File: src/verilog/wd_defines.vh
// constants for the program-loop watchdog
// Functional notes
// - counter advances only on low-speed oscillator edges, not on cpu clock
// - count reaching selected overflow without a key write forces an internal reset
// - any single-bit manipulation access to the service register forces reset
// - writing any byte other than 0xAC to the service register forces reset
// - byte write of 0xAC clears the counter and restarts from zero
// - a watchdog reset sets the reset-cause flag, bit 4 of cause register
// - interval interrupt fires when count reaches three quarters of period
// - period select picks 2^n, n in 6,7,8,9,11,13,14,16; overflow 2^n-1
// - enable bit 0 keeps counter stopped, 1 starts it at reset release
// - standby bit 0 freezes counter in halt/stop, 1 keeps it counting
// - standby bit 0: counter cleared and restarted on standby release
// - service register resets to 0x1A if disabled, 0x9A if enabled
// - service register reads give its reset value, never the written key
// - restart by key may shorten next period by up to one oscillator cycle
// - interval interrupt does not stop or clear the counter
// - interval request always raised; software masks it outside if unwanted
// - key write in the cycle just before overflow still restarts counter
`ifndef WD_DEFINES_VH
`define WD_DEFINES_VH

`define WD_ADDR_W        20
`define WD_SVC_ADDR      20'hFFFAB
`define WD_CFG_ADDR      20'h000C0
`define WD_KEY_VALUE     8'hAC
`define WD_SVC_RST_OFF   8'h1A
`define WD_SVC_RST_ON    8'h9A
`define WD_CFG_EN_BIT    4
`define WD_CFG_SEL_MSB   3
`define WD_CFG_SEL_LSB   1
`define WD_CFG_STBY_BIT  0
`define WD_CAUSE_BIT     4
`define WD_CNT_W         16
`define WD_SEL_W         3
`define WD_EXP_W         5
`define WD_EXP_SEL0      5'h06
`define WD_EXP_SEL1      5'h07
`define WD_EXP_SEL2      5'h08
`define WD_EXP_SEL3      5'h09
`define WD_EXP_SEL4      5'h0B
`define WD_EXP_SEL5      5'h0D
`define WD_EXP_SEL6      5'h0E
`define WD_EXP_SEL7      5'h10
`define WD_TRIP_NONE     2'h0
`define WD_TRIP_OVF      2'h1
`define WD_TRIP_KEY      2'h2
`define WD_TRIP_BITOP    2'h3

`endif

File: src/verilog/wd_period_decode.v
// decodes the period select into overflow and interval counts
`include "wd_defines.vh"
`default_nettype none

module wd_period_decode #(
    parameter CNT_W = `WD_CNT_W
) (
    input  wire [`WD_SEL_W-1:0] sel_i,
    output wire [CNT_W-1:0]     ovf_count_o,
    output wire [CNT_W-1:0]     irq_count_o
);

    function [`WD_EXP_W-1:0] exp_of;
        input [`WD_SEL_W-1:0] sel;
        begin
            case (sel)
                3'h0:    exp_of = `WD_EXP_SEL0;
                3'h1:    exp_of = `WD_EXP_SEL1;
                3'h2:    exp_of = `WD_EXP_SEL2;
                3'h3:    exp_of = `WD_EXP_SEL3;
                3'h4:    exp_of = `WD_EXP_SEL4;
                3'h5:    exp_of = `WD_EXP_SEL5;
                3'h6:    exp_of = `WD_EXP_SEL6;
                default: exp_of = `WD_EXP_SEL7;
            endcase
        end
    endfunction

    wire [`WD_EXP_W-1:0] n;
    wire [31:0]          full;
    wire [31:0]          ovf_wide;
    wire [31:0]          irq_wide;

    assign n        = exp_of(sel_i);
    assign full     = 32'h00000001 << n;
    assign ovf_wide = full - 32'h00000001;
    // three quarters of 2^n is 3 * 2^(n-2); n is never below 6
    assign irq_wide = (full >> 2) * 32'h00000003;
    assign ovf_count_o = ovf_wide[CNT_W-1:0];
    assign irq_count_o = irq_wide[CNT_W-1:0];

endmodule

`default_nettype wire

File: src/verilog/program_loop_watchdog.v
// program-loop watchdog: service register, counter and reset request
`include "wd_defines.vh"
`default_nettype none

module program_loop_watchdog #(
    parameter CNT_W  = `WD_CNT_W,
    parameter ADDR_W = `WD_ADDR_W
) (
    input  wire              clock_i,
    input  wire              resetn_i,
    input  wire              low_speed_osc_i,
    input  wire [7:0]        opt_byte_i,
    input  wire [ADDR_W-1:0] cpu_addr_i,
    input  wire              cpu_wr_i,
    input  wire              cpu_rd_i,
    input  wire              cpu_bitop_i,
    input  wire [7:0]        cpu_wdata_i,
    input  wire              halt_i,
    input  wire              stop_i,
    input  wire              cause_clear_i,
    output reg  [7:0]        cpu_rdata_o,
    output reg               cpu_rvalid_o,
    output reg               wd_interval_irq_o,
    output reg               wd_reset_o,
    output reg               wd_reset_cause_flag_o,
    output reg  [1:0]        wd_trip_cause_o,
    output reg  [CNT_W-1:0]  wd_count_o,
    output reg               wd_running_o
);

    ////////////////////////////////////////////////////////////////////////
    // state codes

    localparam [2:0] ST_LOAD    = 3'h0;
    localparam [2:0] ST_STOPPED = 3'h1;
    localparam [2:0] ST_RUN     = 3'h2;
    localparam [2:0] ST_HOLD    = 3'h3;
    localparam [2:0] ST_TRIP    = 3'h4;

    ////////////////////////////////////////////////////////////////////////
    // declarations

    reg  [2:0]           state;
    reg  [2:0]           next_state;
    reg  [CNT_W-1:0]     count;
    reg  [CNT_W-1:0]     next_count;
    reg                  next_irq;
    reg  [1:0]           next_cause;
    reg  [CNT_W-1:0]     count_inc;

    reg                  cfg_en;
    reg  [`WD_SEL_W-1:0] cfg_sel;
    reg                  cfg_stby_run;
    reg  [7:0]           cfg_byte;

    reg                  osc_prev;

    wire                 osc_rise;
    wire                 standby;
    wire                 svc_sel;
    wire                 cfg_sel_hit;
    wire                 key_ok;
    wire                 key_bad;
    wire                 bit_access;
    wire                 bad_access;
    wire [CNT_W-1:0]     ovf_count;
    wire [CNT_W-1:0]     irq_count;
    wire [7:0]           svc_read_value;
    wire                 trip_now;

    ////////////////////////////////////////////////////////////////////////
    // period decode

    wd_period_decode #(
        .CNT_W       (CNT_W)
    ) u_period (
        .sel_i       (cfg_sel),
        .ovf_count_o (ovf_count),
        .irq_count_o (irq_count)
    );

    ////////////////////////////////////////////////////////////////////////
    // oscillator edge detect; the oscillator is slow against clock_i and
    // arrives already synchronous, so one stage suffices

    always @(posedge clock_i or negedge resetn_i) begin
        if (!resetn_i) begin
            osc_prev <= 1'b0;
        end else begin
            osc_prev <= low_speed_osc_i;
        end
    end

    assign osc_rise = low_speed_osc_i & ~osc_prev;
    assign standby  = halt_i | stop_i;

    ////////////////////////////////////////////////////////////////////////
    // access decode

    assign svc_sel     = (cpu_addr_i == `WD_SVC_ADDR);
    assign cfg_sel_hit = (cpu_addr_i == `WD_CFG_ADDR);

    // a bit manipulation is a read-modify-write; either half trips
    assign bit_access = svc_sel & cpu_bitop_i & (cpu_wr_i | cpu_rd_i);

    assign key_ok  = svc_sel & cpu_wr_i & ~cpu_bitop_i
                   & (cpu_wdata_i == `WD_KEY_VALUE);
    assign key_bad = svc_sel & cpu_wr_i & ~cpu_bitop_i
                   & (cpu_wdata_i != `WD_KEY_VALUE);

    assign bad_access = bit_access | key_bad;

    assign svc_read_value = cfg_en ? `WD_SVC_RST_ON
                                   : `WD_SVC_RST_OFF;

    ////////////////////////////////////////////////////////////////////////
    // configuration capture, once after reset release

    always @(posedge clock_i or negedge resetn_i) begin
        if (!resetn_i) begin
            cfg_en       <= 1'b0;
            cfg_sel      <= {`WD_SEL_W{1'b0}};
            cfg_stby_run <= 1'b0;
            cfg_byte     <= 8'h00;
        end else if (state == ST_LOAD) begin
            // option byte sampled by the clock, never by the reset itself
            cfg_en       <= opt_byte_i[`WD_CFG_EN_BIT];
            cfg_sel      <= opt_byte_i[`WD_CFG_SEL_MSB:`WD_CFG_SEL_LSB];
            cfg_stby_run <= opt_byte_i[`WD_CFG_STBY_BIT];
            cfg_byte     <= opt_byte_i;
        end
    end

    ////////////////////////////////////////////////////////////////////////
    // counter and state machine, next values

    always @* begin
        next_state = state;
        next_count = count;
        next_irq   = 1'b0;
        next_cause = `WD_TRIP_NONE;
        count_inc  = count + {{(CNT_W-1){1'b0}}, 1'b1};
        case (state)
            ST_LOAD: begin
                next_count = {CNT_W{1'b0}};
                if (opt_byte_i[`WD_CFG_EN_BIT]) begin
                    next_state = ST_RUN;
                end else begin
                    next_state = ST_STOPPED;
                end
            end
            ST_STOPPED: begin
                next_count = {CNT_W{1'b0}};
            end
            ST_RUN: begin
                if (key_ok) begin
                    // clear beats a same-cycle oscillator edge, so the
                    // first period after a restart may lose one edge
                    next_count = {CNT_W{1'b0}};
                end else if (standby && !cfg_stby_run) begin
                    next_state = ST_HOLD;
                end else if (osc_rise) begin
                    next_count = count_inc;
                    if (count_inc == irq_count) begin
                        next_irq = 1'b1;
                    end
                    if (count_inc == ovf_count) begin
                        next_state = ST_TRIP;
                        next_cause = `WD_TRIP_OVF;
                    end
                end
            end
            ST_HOLD: begin
                if (!standby) begin
                    next_state = ST_RUN;
                    next_count = {CNT_W{1'b0}};
                end
            end
            ST_TRIP: begin
                next_count = count;
            end
            default: begin
                next_state = ST_LOAD;
                next_count = {CNT_W{1'b0}};
            end
        endcase
        // software faults trip from any live state, counting or not
        if (bad_access && state != ST_LOAD && state != ST_TRIP) begin
            next_state = ST_TRIP;
            next_irq   = 1'b0;
            if (bit_access) begin
                next_cause = `WD_TRIP_BITOP;
            end else begin
                next_cause = `WD_TRIP_KEY;
            end
        end
    end

    assign trip_now = (next_state == ST_TRIP) && (state != ST_TRIP);

    ////////////////////////////////////////////////////////////////////////
    // counter and state registers

    always @(posedge clock_i or negedge resetn_i) begin
        if (!resetn_i) begin
            state <= ST_LOAD;
            count <= {CNT_W{1'b0}};
        end else begin
            state <= next_state;
            count <= next_count;
        end
    end

    ////////////////////////////////////////////////////////////////////////
    // reset request and cause reporting

    // the request holds until the system reset comes back around
    always @(posedge clock_i or negedge resetn_i) begin
        if (!resetn_i) begin
            wd_reset_o      <= 1'b0;
            wd_trip_cause_o <= `WD_TRIP_NONE;
        end else if (trip_now) begin
            wd_reset_o      <= 1'b1;
            wd_trip_cause_o <= next_cause;
        end
    end

    // cause flag: a new trip wins over a clear in the same cycle
    always @(posedge clock_i or negedge resetn_i) begin
        if (!resetn_i) begin
            wd_reset_cause_flag_o <= 1'b0;
        end else if (trip_now) begin
            wd_reset_cause_flag_o <= 1'b1;
        end else if (cause_clear_i) begin
            wd_reset_cause_flag_o <= 1'b0;
        end
    end

    ////////////////////////////////////////////////////////////////////////
    // interval interrupt and status outputs

    always @(posedge clock_i or negedge resetn_i) begin
        if (!resetn_i) begin
            wd_interval_irq_o <= 1'b0;
            wd_count_o        <= {CNT_W{1'b0}};
            wd_running_o      <= 1'b0;
        end else begin
            wd_interval_irq_o <= next_irq;
            wd_count_o        <= next_count;
            wd_running_o      <= (next_state == ST_RUN);
        end
    end

    ////////////////////////////////////////////////////////////////////////
    // read port: one cycle after the strobe

    always @(posedge clock_i or negedge resetn_i) begin
        if (!resetn_i) begin
            cpu_rdata_o  <= 8'h00;
            cpu_rvalid_o <= 1'b0;
        end else begin
            cpu_rvalid_o <= cpu_rd_i;
            if (cpu_rd_i && svc_sel) begin
                cpu_rdata_o <= svc_read_value;
            end else if (cpu_rd_i && cfg_sel_hit) begin
                cpu_rdata_o <= cfg_byte;
            end else if (cpu_rd_i) begin
                cpu_rdata_o <= 8'h00;
            end
        end
    end

endmodule

`default_nettype wire

File: config.mk
export PLATFORM = sky130hd
export DESIGN_NAME = program_loop_watchdog
export DESIGN_NICKNAME = d
export VERILOG_FILES = /design/src/verilog/wd_period_decode.v /design/src/verilog/program_loop_watchdog.v
export VERILOG_INCLUDE_DIRS = /design/src /design/src/verilog
export SDC_FILE = /design/constraint.sdc
export NUM_CORES = 1
export LEC_CHECK = 0
export ABC_AREA = 1
export BUFFER_PORTS_ARGS = -buffer_cell sky130_fd_sc_hd__buf_4
export CAP_MARGIN = 20
export CORE_MARGIN = 5
export CORE_UTILIZATION = 29
export CTS_CLUSTER_SIZE = 8
export DETAILED_ROUTE_END_ITERATION = 6
export SYNTH_ARGS = -nofsm -noshare
export SYNTH_HDL_FRONTEND = slang
export SYNTH_SLANG_ARGS = --single-unit
File: constraint.sdc
create_clock -name clock_i -period 3 [get_ports clock_i]
set_input_delay 0.15 -clock clock_i [delete_from_list [all_inputs] [get_ports clock_i]]
set_output_delay 0.15 -clock clock_i [all_outputs]
set_load 0.005 [all_outputs]
======== Word level (Yosys, flattened, before mapping) ========
Cells that the tools add are included.
word-level totals
  register bits after elaboration ......... 48
  output and inout bits ................... 31
  word-level logic and storage cells ...... 100
cells by class
  $add $sub $neg .......................... 2
  multipliers ............................. 1
  equal/unequal tests ..................... 22
  shift operators ......................... 1
  multiplexer cells ....................... 33
  bitwise logic cells ..................... 13
  reduce and logical (&&, ||, !) cells .... 14
operators by type and width
  operator                                               number
  2-to-1 mux 16 bit                                      4
  case mux 16 bit (3 select lines)                       1
  case mux 5 bit (7 select lines)                        1
  equality test 16 bit                                   2
  2-to-1 mux 8 bit                                       4
  << shifter 1 x 5 -> 32 bit (first input constant)      1
  multiplier 30 x 2 -> 16 bit (second input constant)    1
  equality test 20 bit (second input constant)           1
  equality test 20 x 8 -> 1 bit (second input constant)  1
  2-to-1 mux 3 bit                                       6
  adder 16 x 1 -> 16 bit (second input constant)         1
  subtractor 16 x 1 -> 16 bit (second input constant)    1
  equality test 3 x 2 -> 1 bit (second input constant)   5
  equality test 3 bit (second input constant)            5
  2-to-1 mux 1 bit                                       14
  case mux 3 bit (4 select lines)                        1
  inequality test 3 bit (second input constant)          3
  equality test 8 bit (second input constant)            1
  inequality test 8 bit (second input constant)          1
  AND 1 bit                                              7
  equality test 3 x 1 -> 1 bit (second input constant)   2
  logical AND 1 bit                                      6
  logical NOT 3 bit                                      2
  nonzero test 3 bit                                     2
  8 further kinds                                        13

======== Logic depth before layout (Yosys ltp) ========
Gate-level depths: netlist (run 1).
  depth after elaboration ................. 14
  depth in mapped cells ................... 18
  gate-level depth less buffers ........... 18

======== By module ========
A second synthesis (run 1) with hierarchy kept.
second synthesis, totals
  cell total of the unflattened synthesis .. 560
  area total of the unflattened synthesis .. 3704.8 sq um
modules (own cells, without submodules)
  module                 instances  cells an instance  area an instance (sq um)
  program_loop_watchdog  1          409                2782.7
  wd_period_decode       1          151                922.1

======== Least setup slack after synthesis (run 1) ========
Ideal clock, no wire load.
  kind .................................... reg-to-reg
  start point ............................. register cfg_sel[0]
  end point ............................... register wd_interval_irq_o
  library setup time ...................... 0.120 ns
  data arrival time ....................... 2.251 ns
  required time ........................... 2.880 ns
  slack ................................... 0.629 ns
  stages on the path, launching flop included .. 14
  period minus slack after synthesis ...... 2.371 ns
  cell sequence ........................... dfrtp_1 > nor3_2 > inv_1 > ha_1 > nand2_1 > a21oi_1 > nor2_1 > nand2_1 > a21oi_1 > o21ai_0 > a21o_1 > a21oi_1 > xor2_1 > nor2_1
on the way
  cells in the longest elaborated chain, start to end .. 11
  elaborated cells between the ends (all ways) .. 17
  those cells by class .................... mul: 1; eq/ne: 7; shift: 1; mux: 7; reduce/logical: 1
ends and longest elaborated chain
  what                                         line                         source
  start: declaration                           program_loop_watchdog.v:52   reg [`WD_SEL_W-1:0] cfg_sel;
  start signal: assignment                     program_loop_watchdog.v:122  cfg_sel <= {`WD_SEL_W{1'b0}};
  start signal: assignment                     program_loop_watchdog.v:128  cfg_sel <= opt_byte_i[`WD_CFG_SEL_MSB:`WD_CFG_SEL_LSB];
  equality test 3 bit (tied with other cells)  wd_period_decode.v:16        case (sel)
  case mux 5 bit (7 select lines) *            wd_period_decode.v:16
  << shifter 1 x 5 -> 32 bit *                 wd_period_decode.v:35        assign full = 32'h00000001 << n;
  multiplier 30 x 2 -> 16 bit *                wd_period_decode.v:38        assign irq_wide = (full >> 2) * 32'h00000003;
  equality test 16 bit *                       program_loop_watchdog.v:164  if (count_inc == irq_count) begin
  2-to-1 mux 1 bit *                           program_loop_watchdog.v:164
  2-to-1 mux 1 bit *                           program_loop_watchdog.v:162  end else if (osc_rise) begin
  2-to-1 mux 1 bit *                           program_loop_watchdog.v:160  end else if (standby && !cfg_stby_run) begin
  2-to-1 mux 1 bit *                           program_loop_watchdog.v:156  if (key_ok) begin
  2-to-1 mux 1 bit *                           program_loop_watchdog.v:143  case (state)
  2-to-1 mux 1 bit *                           program_loop_watchdog.v:188  if (bad_access && state != ST_LOAD && state != ST_TRIP) begin
  named net next_irq                           program_loop_watchdog.v:47   reg next_irq;
  end signal: assignment                       program_loop_watchdog.v:248  wd_interval_irq_o <= next_irq;
  end: declaration                             program_loop_watchdog.v:23   output reg wd_interval_irq_o,
Mark *: on every way through the listed nets, which the timed path passes. The rest lies on a longest branch.
A chain may end at the register's enable or synchronous reset.

======== Worst setup path after layout (run 1) ========
Ends and elaborated chain as after synthesis.

==> summary.md, run 1 <==
| Metric | Value |
|---|---|
| Sw power | roughly 1.2 mW |
| Root Buffer | clkbuf_16 |
| Overall Global Routing Usage | 13.5% |
| Slew headroom | 61.3% |
| CTS tree | done |
| Pwr/cell area | approximately 570 mW/mm² |
| Slew of the pin with the lowest slew margin | 0.580 ns |
| Total number of vias | between 3000 and 4000 |
| CP Capture Type | register |
| Final instance area | ~0.0048 mm² |
| Post-Route WL | 10000 µm |
| Vias in the first global route | about 3600 |
| Mean routed wirelength per cell | between 10 and 15 µm |
| Pre-Repair DR Iteration Count | 4 |
| Reg2reg path depth | 14 |
| Final worst path period need | 2.70 ns |
| First-pass GRT wire length | 16700 µm |
| Worst EP required | approximately 3.2 ns |
| Part of the power in registers | 27.0% |
| Worst min path class | in -> reg |
| Slew Limit Fails | 0 |
| Synth unique cells | 44 |
| Power Internal | 1.52 mW |
| Worst Setup EP | wd_interval_irq_o |
| Highest clock rate | 370 MHz |
| Placer Congestion | 0.842 |
| Area occupied by multi-input gates | 0.00246 mm² |
| Hpwl dp | 8400 µm |
| Ys async rst share | 100% |
| Synth Area per Inst | 6.90 µm² |
| Initial antenna violation count | 0 |
| Fin. Hold Viols | 0 |
| H-tree Lvls | 2 |
| Die area | 0.0154 mm² |
| Total gr overflow | 0 |
| Cells after Synth | 546 |
| Max-Cap Viols | 0 |
| Largest net degree at the start of global routing | 44 |
| Antenna cells | 0 |
| Fill cell count | 1329 |
| Num rows | between 40 and 50 |
| Peak supply drop | 0.263 mV |
| DRT antenna net count | 0 |
| Sequential area share after synthesis | 28.6% |
| Sw frac | 44.3% |
| Port bufs | 75 |
| RR Startpoint | cfg_sel[0] |
| Initial core utilization | 29.7% |
| Syn-to-layout area delta | 28.2% |
| Drc violations | 0 |
| Synthesized flop and latch total | 43 |
| Netlist Area Pre-Place | 0.00377 mm² |
| Share of cells above drive strength 1 | 18.3% |
| Setup slack, reg-to-reg | 0.30 ns |
| Worst Setup Slack, final | 0.298 ns |
| Main synth FF type | dfrtp_1 |
| Hold Slack | about 0.018 ns |
| Crit-path max FO | 6 |
| Clock Sinks | 43 |
| Die Ht | 124 µm |
| Total CTS buffers | 5 |
| CP Launch Point | cfg_sel[0] |
| Layout Nets | 729 |
| CTS clock-pin slew for the worst setup and hold paths | 0.07 ns |
| Worst skew pair latency | 0.29 ns |
| DR vias/cell | 4.53 |
| DRT iter0 DRCs | 213 |
| Crit path DAT | 2.88 ns |
| Setup tns final | 0 ns |
| Clock share of power | 20.5% |
| Register area | 0.00108 mm² |
| Final Skew | 0.00757 ns |
| Crit share post-route | 90.1% |
| Core Box Area | 0.0127 mm² |
| YS warnings | 0 |
| CTS Buffer Depth | 2 |
| RSZ-0062 raised after global routing | false |
| Static leakage | 2.55 nW |
| Io pins | 76 |
| Post-synth EDFFs | 0 |
| FF-to-FF End | wd_interval_irq_o |
| Logic pwr share | 52.5% |
| Startpoint types | register |
| Final setup viols | 0 |
| Placed cell count | 817 |
| Final instance count without filler cells | approximately 830 |
| Die Wd | 124 µm |
| Status | completed |
| Crit Path Class | reg -> reg |
| Pre-CTS setup slack | 0.317 ns |
| Post-Place Cell Area | 0.00465 mm² |
==> sequential cells by signal (all words and copies together) (netlist names), 2 cells and up <==
| name | cells |
|---|---|
| wd_count_o | 16 |
| cpu_rdata_o | 8 |
| cfg_byte | 6 |
| state | 3 |
| cfg_sel | 2 |
| wd_trip_cause_o | 2 |
==> cell usage after synthesis (3+ instances only) <==
library cell / number / area, µm²
nand2_1: 153 / 574
inv_1: 75 / 282
nor2_1: 45 / 169
dfrtp_1: 43 / 1080
nand3_1: 37 / 185
ha_1: 29 / 363
o21ai_0: 23 / 115
xor2_1: 22 / 193
a21oi_1: 13 / 65.1
nand4_1: 13 / 81.3
o22ai_1: 11 / 68.8
nor3_1: 10 / 50.1
nand2_2: 9 / 56.3
nand3b_1: 6 / 45.0
nor2_2: 6 / 37.5
xnor2_1: 6 / 52.6
inv_2: 5 / 18.8
nor3_2: 3 / 30.0
nor4_1: 3 / 18.8
o211ai_1: 3 / 22.5
or2_1: 3 / 18.8
==> per-stage QoR <==
stage / utilization (%) / power (mW)
finish: 38.1 / 2.73
global route: 38.1 / 3.00
CTS: 38.1 / 2.74
detailed placement: 36.7 / 2.16
global placement: 36.7 / 2.14
floorplan: - / 1.80
==> critical path: stages (launching register included) <==
cell and delay (ns):
dfrtp_1 0.47, nand2_1 0.13, nor2_2 0.21, inv_1 0.10, ha_1 0.35, nand2_1 0.11
a21oi_1 0.04, nor2_1 0.13, nand2_1 0.09, a21oi_1 0.20, o21ai_0 0.16, a21o_1 0.20
a21oi_1 0.17, xor2_1 0.17, nor2_1 0.07
==> power by group through the flow <==
stage                     clock network (mW)  logic [mW]  registers (mW)
after global placement                     0        1.40           0.739
after CTS                              0.575        1.43           0.734
final                                  0.561        1.43           0.737
after global routing                   0.605        1.65           0.749
after floorplan                            0        1.07           0.730
after detailed placement                   0        1.42           0.744
==> layer usage <==
| layer | part of all wire (%) | wire (µm) | vias to the layer above | global-route usage (%) |
|---|---|---|---|---|
| met3 | 4.0 | 403 | 14 | 2.27 |
| met5 | 0 | 0 | - | 0 |
| met2 | 47 | 4720 | 71 | 21.8 |
| met4 | 2.0 | 199 | 0 | 4.11 |
| met1 | 47 | 4720 | 1699 | 18.3 |
| li1 | - | - | 1959 | - |
==> how the worst min path moves through the flow <==
stage | start | endpoint | slack, ns | cells after the start
floorplan | resetn_i | cfg_byte[0] | -0.15 | 0
global placement | resetn_i | cfg_byte[3] | 0.20 | 1
detailed placement | resetn_i | cfg_byte[3] | 0.21 | 1
CTS | cpu_rd_i | cpu_rvalid_o | 0.007 | 1
global route | cpu_rd_i | cpu_rvalid_o | 0.006 | 1
finish | cpu_rd_i | cpu_rvalid_o | 0.02 | 1
==> layout by cell type (no fill, tap or decap), types with 3 or more instances in the layout <==
master       n
or2_1        3
nor4_1       3
inv_2        5
clkbuf_16    5
nand4_1     13
xor2_1      22
ha_1        29
buf_4       80
conb_1      24
nand3_1     37
o22ai_1     11
a21oi_1     13
xnor2_1      6
o21ai_0     23
inv_6        3
nand2_1    153
o211ai_1     3
nor2_2       6
dfrtp_1     43
nor2_1      45
nand3b_1     6
nand2_2      9
nor3_1      10
inv_1       75
==> final cells by class <==
class	instances	area share (%)
clock buffer	5	2.59
clock inverter	3	0.544
inverter	81	6.29
multi-input combinational	441	51.0
sequential	43	22.3
tap	172	4.45
timing repair buffer	82	12.8
==> cells by family after synthesis <==
group | Yosys count | synth area share, %
fa+ha+maj | 30 | 10.2
flops | 43 | 28.6
other cells | 2 | 0.199
xor+xnor | 30 | 7.37
buf+inv | 84 | 8.43
compound gates | 61 | 9.53
simple gates | 296 | 35.8
==> what timing repair did <==
| item | 4_1_cts | 5_1_grt |
|---|---|---|
| buffers inserted | 0 | 0 |
| endpoints found under the hold margin | 44 | 0 |
| endpoints found under the setup margin | 0 | 1 |
| gates resized for setup | 0 | 1 |
| hold buffers | 2 | 0 |
Note: power is estimated with default switching activity, not from simulation.
==> run 2, diff against run 1 <==
Settings changed: RECOVER_POWER set to 50, SETUP_SLACK_MARGIN set to 0.3.
==> run 2 against run 1 <==
Effect of this change:
- final area grew 1.4%
- cell count grew 0.85%
- first-iteration DRC count increased by 2.3%
- clock power hardly changed
- routed wire length is 0.57% higher
- combinational power is 8% higher
==> summary.md, run 2 (synthesis gave the netlist of run 1 again) <==
| Metric | Value |
|---|---|
| Worst EP required | 3.22 ns (was 3.18 ns) |
| Root Buffer | clkbuf_16 (unchanged) |
| DRT antenna net count | 0 (unchanged) |
| Worst Hold Launch | cause_clear_i (was cpu_rd_i) |
| Crit-path max FO | 4 (was 6) |
| Crit-path max cell delay | 0.41 ns (was 0.47 ns) |
| Slew Limit Fails | 0 (unchanged) |
| Peak supply drop | 0.275 mV (was 0.263 mV) |
| Antenna cells | 0 (unchanged) |
| Max-Cap Viols | 0 (unchanged) |
| Crit Path Class | reg -> reg (unchanged) |
| CTS clock-pin slew for the worst setup and hold paths | 0.07 ns (about the same) |
| Final Skew | 0.00826 ns (was 0.00757 ns) |
| Most frequent cells in the layout | nand2_1 (153), inv_1 (74), buf_4 (71) (was nand2_1 (153), buf_4 (80), inv_1 (75)) |
| Initial core utilization | 29.7% (unchanged) |
| Register area | 0.00108 mm² (about the same) |
| Pwr/cell area | 581 mW/mm² (was 565 mW/mm²) |
| Status | completed (unchanged) |
| CP Launch Point | cfg_sel[1] (was cfg_sel[0]) |
| First-pass GRT wire length | 16700 µm (unchanged) |
| DRT iter0 DRCs | 218 (was 213) |
| CTS tree | done (unchanged) |
| Hold Path Sink | wd_reset_cause_flag_o (was cpu_rvalid_o) |
| Crit-path cells | nand2_1 -> nor2_4 -> inv_1 -> ha_1 -> nand2_1 -> a21oi_1 -> nor2_1 -> buf_4 -> nand3b_1 -> nand2_1 -> xor2_1 -> nor3_1 -> nand4_1 -> nor2_1 -> nand4_1 -> nor2_1 (was nand2_1 -> nor2_2 -> inv_1 -> ha_1 -> nand2_1 -> a21oi_1 -> nor2_1 -> nand2_1 -> a21oi_1 -> o21ai_0 -> a21o_1 -> a21oi_1 -> xor2_1 -> nor2_1) |
| Crit share post-route | 83.2% (was 90.1%) |
| Share of cells above drive strength 1 | 19.3% (was 18.3%) |
| Setup tns final | 0 ns (unchanged) |
| Final core utilization | 38.7% (was 38.1%) |
| Die Wd | 124 µm (unchanged) |
| Die area | 0.0154 mm² (unchanged) |
| Overall Global Routing Usage | 13.5% (about the same) |
| CP Capture Type | register (unchanged) |
| DR vias/cell | 4.52 (was 4.53) |
| Top reg by flops | wd_count_o (unchanged) |
| Most common cell after layout, fill and taps aside | nand2_1 (unchanged) |
| Pre-Repair DR Iteration Count | 4 (unchanged) |
| Max FFs per register | 16 (unchanged) |
| Placer Congestion | 0.842 (unchanged) |
| Crit path DAT | 2.71 ns (was 2.88 ns) |
| Worst min path class | in -> reg (unchanged) |
| RSZ-0062 raised after global routing | true (was false) |
| Slew headroom | 25.1% (was 61.3%) |
| Port bufs | 75 (unchanged) |
| Reg2reg path depth | 16 (was 14) |
| Startpoint types | register (unchanged) |
| Total number of vias | 3770 (was 3743) |
| Num rows | 41 (unchanged) |
| Largest net degree at the start of global routing | 44 (unchanged) |
| Worst skew pair latency | 0.29 ns (about the same) |
| Highest clock rate | 401 MHz (was 370 MHz) |
| FF-to-FF End | wd_interval_irq_o (unchanged) |
| Slowest cell on the critical path | dfrtp_1 (unchanged) |
| Worst Setup Slack, final | 0.504 ns (was 0.298 ns) |
| Fin. Hold Viols | 0 (unchanged) |
| Core Box Area | 0.0127 mm² (unchanged) |
| Total CTS buffers | 5 (unchanged) |
| Drc violations | 0 (unchanged) |
| Layout Nets | 736 (was 729) |
| Initial antenna violation count | 0 (unchanged) |
| Total gr overflow | 0 (unchanged) |
| Final instance area | 0.00490 mm² (was 0.00483 mm²) |
| Mean routed wirelength per cell | 12.1 µm (about the same) |
| Hpwl dp | 8400 µm (unchanged) |
| Pre-CTS setup slack | 0.317 ns (unchanged) |
| CTS Buffer Depth | 2 (unchanged) |
| Clock Sinks | 43 (unchanged) |
| Final setup viols | 0 (unchanged) |
| Vias in the first global route | 3587 (unchanged) |
| Io pins | 76 (unchanged) |
| Post-Route WL | 10100 µm (was 10000 µm) |
| Post-Place Cell Area | 0.00465 mm² (unchanged) |
| Area occupied by multi-input gates | 0.00251 mm² (was 0.00246 mm²) |
| Final worst path period need | 2.50 ns (was 2.70 ns) |
| Hold Path Depth | 2 (was 1) |
| Slew of the pin with the lowest slew margin | 1.12 ns (was 0.580 ns) |
| Die Ht | 124 µm (unchanged) |
| Static leakage | 2.56 nW (was 2.55 nW) |
| Syn-to-layout area delta | 30.0% (was 28.2%) |
| Setup slack, reg-to-reg | 0.50 ns (was 0.30 ns) |
| Fill cell count | 1322 (was 1329) |
| Regs by FF count | wd_count_o: 16 flops, cpu_rdata_o: 8 flops, cfg_byte: 6 flops (unchanged) |
| H-tree Lvls | 2 (unchanged) |
| RR Startpoint | cfg_sel[1] (was cfg_sel[0]) |
run 2: cell count changes in the layout (fill, tap and decap cells not counted), sizes merged:
cell,before,now
buf,80,71
clkbuf,5,21
run 2: worst max path at each step:
stage                                    to
after floorplan           wd_interval_irq_o
after global placement    wd_interval_irq_o
after detailed placement  wd_interval_irq_o
after CTS                 wd_interval_irq_o
after global routing      wd_interval_irq_o
final                     wd_interval_irq_o
run 2: what timing repair did:
item | CTS | global route
hold buffers | 2 | 0
pin swaps | 0 | 3
setup buffers | 0 | 7
setup endpoints to repair | 1 | 2
resized for setup | 2 | 9
hold endpoints to repair | 44 | 0
run 2: layer usage:
| metal | share of wire (%) | track usage (%) |
|---|---|---|
| met5 | 0 | 0 |
| met2 | 48 | 21.8 |
| met1 | 47 | 18.4 |
| met3 | 3.7 | 2.27 |
| met4 | 1.7 | 4.11 |
run 2: cell type report:
cell class,count,area share (%)
inverters,81,6.21
well taps,172,4.39
repair buffers,89,13.2
clock buffers,5,2.55
multi-input cells,441,51.1
clock inverters,3,0.536
flip-flops and latches,43,22.0
run 2: stage by stage:
| step | hold slack (ns) | power [mW] | instances |
|---|---|---|---|
| floorplan | -0.146 | 1.80 | 568 |
| global placement | 0.200 | 2.14 | 817 |
| detailed placement | 0.206 | 2.16 | 817 |
| CTS | 0.00687 | 2.75 | 827 |
| global route | 0.0447 | 3.12 | 834 |
| finish | 0.0532 | 2.85 | 834 |
run 2: where the power goes:
| group | switching (mW) | internal [mW] |
|---|---|---|
| combinational | 0.930 | 0.619 |
| sequential | 0.0745 | 0.663 |
| clock | 0.244 | 0.318 |
| total | 1.25 | 1.60 |
run 2: critical path: cells and delay by family, from the launching register on:
family                     cells  cell delay (ns)
buffers and inverters          2             0.23
and+or+nand+nor               11             1.18
xor gates and xnor gates       1             0.14
adders and majority gates      1             0.37
DFF                            1             0.41
AOI/OAI and AO/OA              1             0.12
==> run 3, diff against run 2 <==
Settings changed: ABC_AREA 1 to 0.
Clock period 3 ns to 2 ns, I/O delays scaled along.
==> run 3 against run 2 <==
Effect of this change:
- the run now ends with setup timing left
- non-clock buffer count rose by 107
- synthesized cell count fell by 21%
- total power rose by 96%
- clock skew rose by 0.0036 ns
- worst setup slack got worse by 1.0 ns
- fmax fell by 0.98%
- clock power rose by 61%
- sequential cell count did not move
- register-to-register slack got worse by 1.0 ns
- routed wire length rose by 30%
- area after synthesis rose by 2.2%
- critical path type unchanged
==> summary.md, run 3 <==
| Metric | Value |
|---|---|
| Status | finished, violations left (was completed) |
| Failing checks | setup timing |
| Top reg by flops | wd_count_o (unchanged) |
| Core Box Area | 0.0131 mm² (was 0.0127 mm²) |
| CP Launch Point | cfg_sel[0] (was cfg_sel[1]) |
| DR vias/cell | 4.91 (was 4.52) |
| Synth unique cells | 68 (was 44) |
| Post-synth EDFFs | 0 (unchanged) |
| Most common cell after layout, fill and taps aside | buf_4 (was nand2_1) |
| CP Capture Type | register (unchanged) |
| Largest family of logic cells by synthesized area | simple AND/OR/NAND/NOR gates (unchanged) |
| Top post-synthesis cells by count | dfrtp_1 (43), nand2_1 (40), o21ai_0 (33), xnor2_1 (33), ha_1 (29) (was nand2_1 (153), inv_1 (75), nor2_1 (45), dfrtp_1 (43), nand3_1 (37)) |
| Highest clock rate | 397 MHz (was 401 MHz) |
| CTS clock-pin slew for the worst setup and hold paths | 0.08 ns (was 0.07 ns) |
| Sw power | 2.25 mW (was 1.25 mW) |
| Final setup viols | 8 (was 0) |
| Final worst path period need | 2.52 ns (was 2.50 ns) |
| Startpoint types | register (unchanged) |
| Slowest cell on the critical path | dfrtp_2 (was dfrtp_1) |
| First-pass GRT wire length | 20700 µm (was 16700 µm) |
| Reg2reg path depth | 11 (was 16) |
| Die area | 0.0157 mm² (was 0.0154 mm²) |
| Fill cell count | 1198 (was 1322) |
| RSZ-0062 raised after global routing | true (unchanged) |
| Pre-CTS setup slack | -0.602 ns (was 0.317 ns) |
| Crit-path max FO | 5 (was 4) |
| Logic pwr share | 64.0% (was 54.4%) |
| Drc violations | 0 (unchanged) |
| Sw frac | 40.4% (was 43.8%) |
| Syn-to-layout area delta | 70.1% (was 30.0%) |
| Total gr overflow | 0 (unchanged) |
| Hold Path Depth | 2 (unchanged) |
| Root Buffer | clkbuf_16 (unchanged) |
| Most frequent cells in the layout | buf_4 (156), dfrtp_1 (37), xnor2_1 (33) (was nand2_1 (153), inv_1 (74), buf_4 (71)) |
| Power, Total | 5.57 mW (was 2.85 mW) |
| Post-Place Cell Area | 0.00550 mm² (was 0.00465 mm²) |
| Synth Area per Inst | 8.94 µm² (was 6.90 µm²) |
| Share of cells above drive strength 1 | 48.6% (was 19.3%) |
| Placer Congestion | 0.837 (was 0.842) |
| DRT iter0 DRCs | 142 (was 218) |
| Pwr/cell area | 849 mW/mm² (was 581 mW/mm²) |
| Part of the power in registers | 19.8% (was 25.9%) |
| Ys async rst share | 100% (unchanged) |
| Layout Nets | 716 (was 736) |
| Initial core utilization | 29.3% (was 29.7%) |
| Netlist Area Pre-Place | 0.00385 mm² (was 0.00377 mm²) |
| CTS Buffer Depth | 2 (unchanged) |
| Final core utilization | 49.9% (was 38.7%) |
| Worst Hold Launch | opt_byte_i[6] (was cause_clear_i) |
| Mux share of post-synthesis cell area | 2.31% (was 0%) |
| Worst Setup Slack, final | -0.521 ns (was 0.504 ns) |
| Final Skew | 0.0118 ns (was 0.00826 ns) |
| Post-synthesis xor/xnor area fraction | 14.9% (was 7.37%) |
| Total CTS buffers | 5 (unchanged) |
| RR Startpoint | cfg_sel[0] (was cfg_sel[1]) |
| Peak supply drop | 0.382 mV (was 0.275 mV) |
| Die Ht | 125 µm (was 124 µm) |
| Antenna cells | 0 (unchanged) |
| Static leakage | 3.01 nW (was 2.56 nW) |
| Slew headroom | 24.6% (was 25.1%) |
| Crit-path max cell delay | 0.45 ns (was 0.41 ns) |
| Slew Limit Fails | 0 (unchanged) |
| Initial antenna violation count | 0 (unchanged) |
| Sequential area share after synthesis | 27.9% (was 28.6%) |
| DRT antenna net count | 0 (unchanged) |
| Most area-consuming cells after synthesis | dfrtp_1 (28%), ha_1 (9.4%), xnor2_1 (7.5%) (was dfrtp_1 (29%), nand2_1 (15%), ha_1 (9.6%)) |
| Clock share of power | 16.2% (was 19.7%) |
| Die Wd | 125 µm (was 124 µm) |
| Final instance area | 0.00655 mm² (was 0.00490 mm²) |
| Vias in the first global route | 4314 (was 3587) |
| Pre-Repair DR Iteration Count | 4 (unchanged) |
| Synth Area in Simple Gates | 25.2% (was 35.8%) |
| Synth Area in Compound Gates | 15.5% (was 9.53%) |
| Fin. Hold Viols | 0 (unchanged) |
| YS warnings | 0 (unchanged) |
| Synth top area share | 27.9% (was 28.6%) |
| Mean routed wirelength per cell | 16.0 µm (was 12.1 µm) |
| Port bufs | 75 (unchanged) |
| Hpwl dp | 9440 µm (was 8400 µm) |
| Io pins | 76 (unchanged) |
| Regs by FF count | wd_count_o: 16 flops, cpu_rdata_o: 8 flops, cfg_byte: 6 flops (unchanged) |
| Cells after Synth | 431 (was 546) |
| Synthesized flop and latch total | 43 (unchanged) |
| Hold Slack | 0.0323 ns (was 0.0532 ns) |
| Clock Sinks | 43 (unchanged) |
| Setup tns final | -3.23 ns (was 0 ns) |
| Worst EP required | 2.20 ns (was 3.22 ns) |
| Power Internal | 3.32 mW (was 1.60 mW) |
| Crit Path Class | reg -> reg (unchanged) |
| CTS tree | done (unchanged) |
| Worst skew pair latency | 0.30 ns (was 0.29 ns) |
| Post-Synth Adder-Cell Area | 9.94% (was 10.2%) |
| Total number of vias | 4020 (was 3770) |
| Post-Route WL | 13100 µm (was 10100 µm) |
| Num rows | 42 (was 41) |
| Max-Cap Viols | 0 (unchanged) |
| Overall Global Routing Usage | 15.9% (was 13.5%) |
| Worst min path class | in -> reg (unchanged) |
| Placed cell count | 779 (was 817) |
| Crit-path cells | nand3b_1 -> buf_6 -> inv_2 -> ha_2 -> or3_4 -> buf_6 -> o21bai_4 -> nand2_1 -> a221oi_2 -> xnor2_1 -> nor4_1 (was nand2_1 -> nor2_4 -> inv_1 -> ha_1 -> nand2_1 -> a21oi_1 -> nor2_1 -> buf_4 -> nand3b_1 -> nand2_1 -> xor2_1 -> nor3_1 -> nand4_1 -> nor2_1 -> nand4_1 -> nor2_1) |
| Crit path top cell by count | buf_6 |
| Crit share post-route | 126% (was 83.2%) |
| Final instance count without filler cells | 818 (was 834) |
| Largest net degree at the start of global routing | 44 (unchanged) |
| Crit path DAT | 2.72 ns (was 2.71 ns) |
| Main synth FF type | dfrtp_1 (unchanged) |
| Most common cell in the synthesized netlist | dfrtp_1 (was nand2_1) |
| H-tree Lvls | 2 (unchanged) |
| Slew of the pin with the lowest slew margin | 1.13 ns (was 1.12 ns) |
| Max FFs per register | 16 (unchanged) |
| Post-synth top area cell | dfrtp_1 (unchanged) |
-- run 3: cell types whose count changed in the layout (fill, tap and decap cells not counted), sizes merged, moves of 21 or more --
cell   change
nand2    -122
buf      +108
inv       -59
nor2      -27
xnor2     +26
nand3     -21
-- run 3: cell families (layout without fill, tap and decap cells) --
group / count (synthesis) / after routing
and+or+nand+nor: 169 / 169
AOI/OAI and AO/OA: 90 / 90
xor gates and xnor gates: 53 / 53
DFF: 43 / 43
buffers and inverters: 36 / 225
adders and majority gates: 30 / 30
muxes: 8 / 8
other: 2 / 24
-- run 3: metal layers --
layer	vias to the layer above	part of all wire [%]	wire length [µm]	global-route usage [%]
met4	0	2.7	349	4.97
li1	1943	-	-	-
met1	1955	41	5440	18.8
met5	-	0	0	0
met3	22	4.5	596	3.20
met2	100	51	6730	28.9
-- run 3: power groups by stage --
| stage | Clock (mW) | Sequential, mW | Combinational (mW) |
|---|---|---|---|
| 2_1_floorplan | 0 | 1.08 | 1.53 |
| 3_3_place_gp | 0 | 1.09 | 2.34 |
| 3_5_place_dp | 0 | 1.10 | 2.39 |
| 4_1_cts | 0.919 | 1.10 | 2.79 |
| 5_1_grt | 0.953 | 1.12 | 3.82 |
| 6_report | 0.904 | 1.10 | 3.56 |
-- run 3: worst paths after layout --
| check | endpoint | slack, ns |
|---|---|---|
| min in group asynchronous | wd_running_o | 0.56 |
| setup / recovery | wd_interval_irq_o | -0.52 |
| hold / removal | cfg_byte[6] | 0.03 |
| setup reg to reg | wd_interval_irq_o | -0.52 |
| max in group asynchronous | cfg_sel[1] | 0.68 |
| hold reg to reg | wd_reset_o | 0.49 |
-- run 3: repair_timing --
item,CTS,global route
buffers inserted,13,12
resized for setup,71,85
endpoints found under the setup margin,25,26
gates cloned,0,3
pin swaps,30,33
hold endpoints to repair,45,0
hold buffers,3,0
-- run 3: critical path: cells and delay by family, from the launching register on --
family | cells | cell delay (ns)
simple gates | 4 | 0.95
flops | 1 | 0.45
buf+inv | 3 | 0.31
xor+xnor | 1 | 0.10
compound gates | 2 | 0.44
fa+ha+maj | 1 | 0.18
-- run 3: final cells by class --
class                           count  area, µm²  area share, %
Timing Repair Buffer              196       1590           24.3
Inverter                           21       78.8           1.20
Sequential cell                    43       1080           16.5
Clock buffer                        5        125           1.91
Clock inverter                      3       26.3          0.401
Multi-Input combinational cell    374       3430           52.3
Tap cell                          176        220           3.36
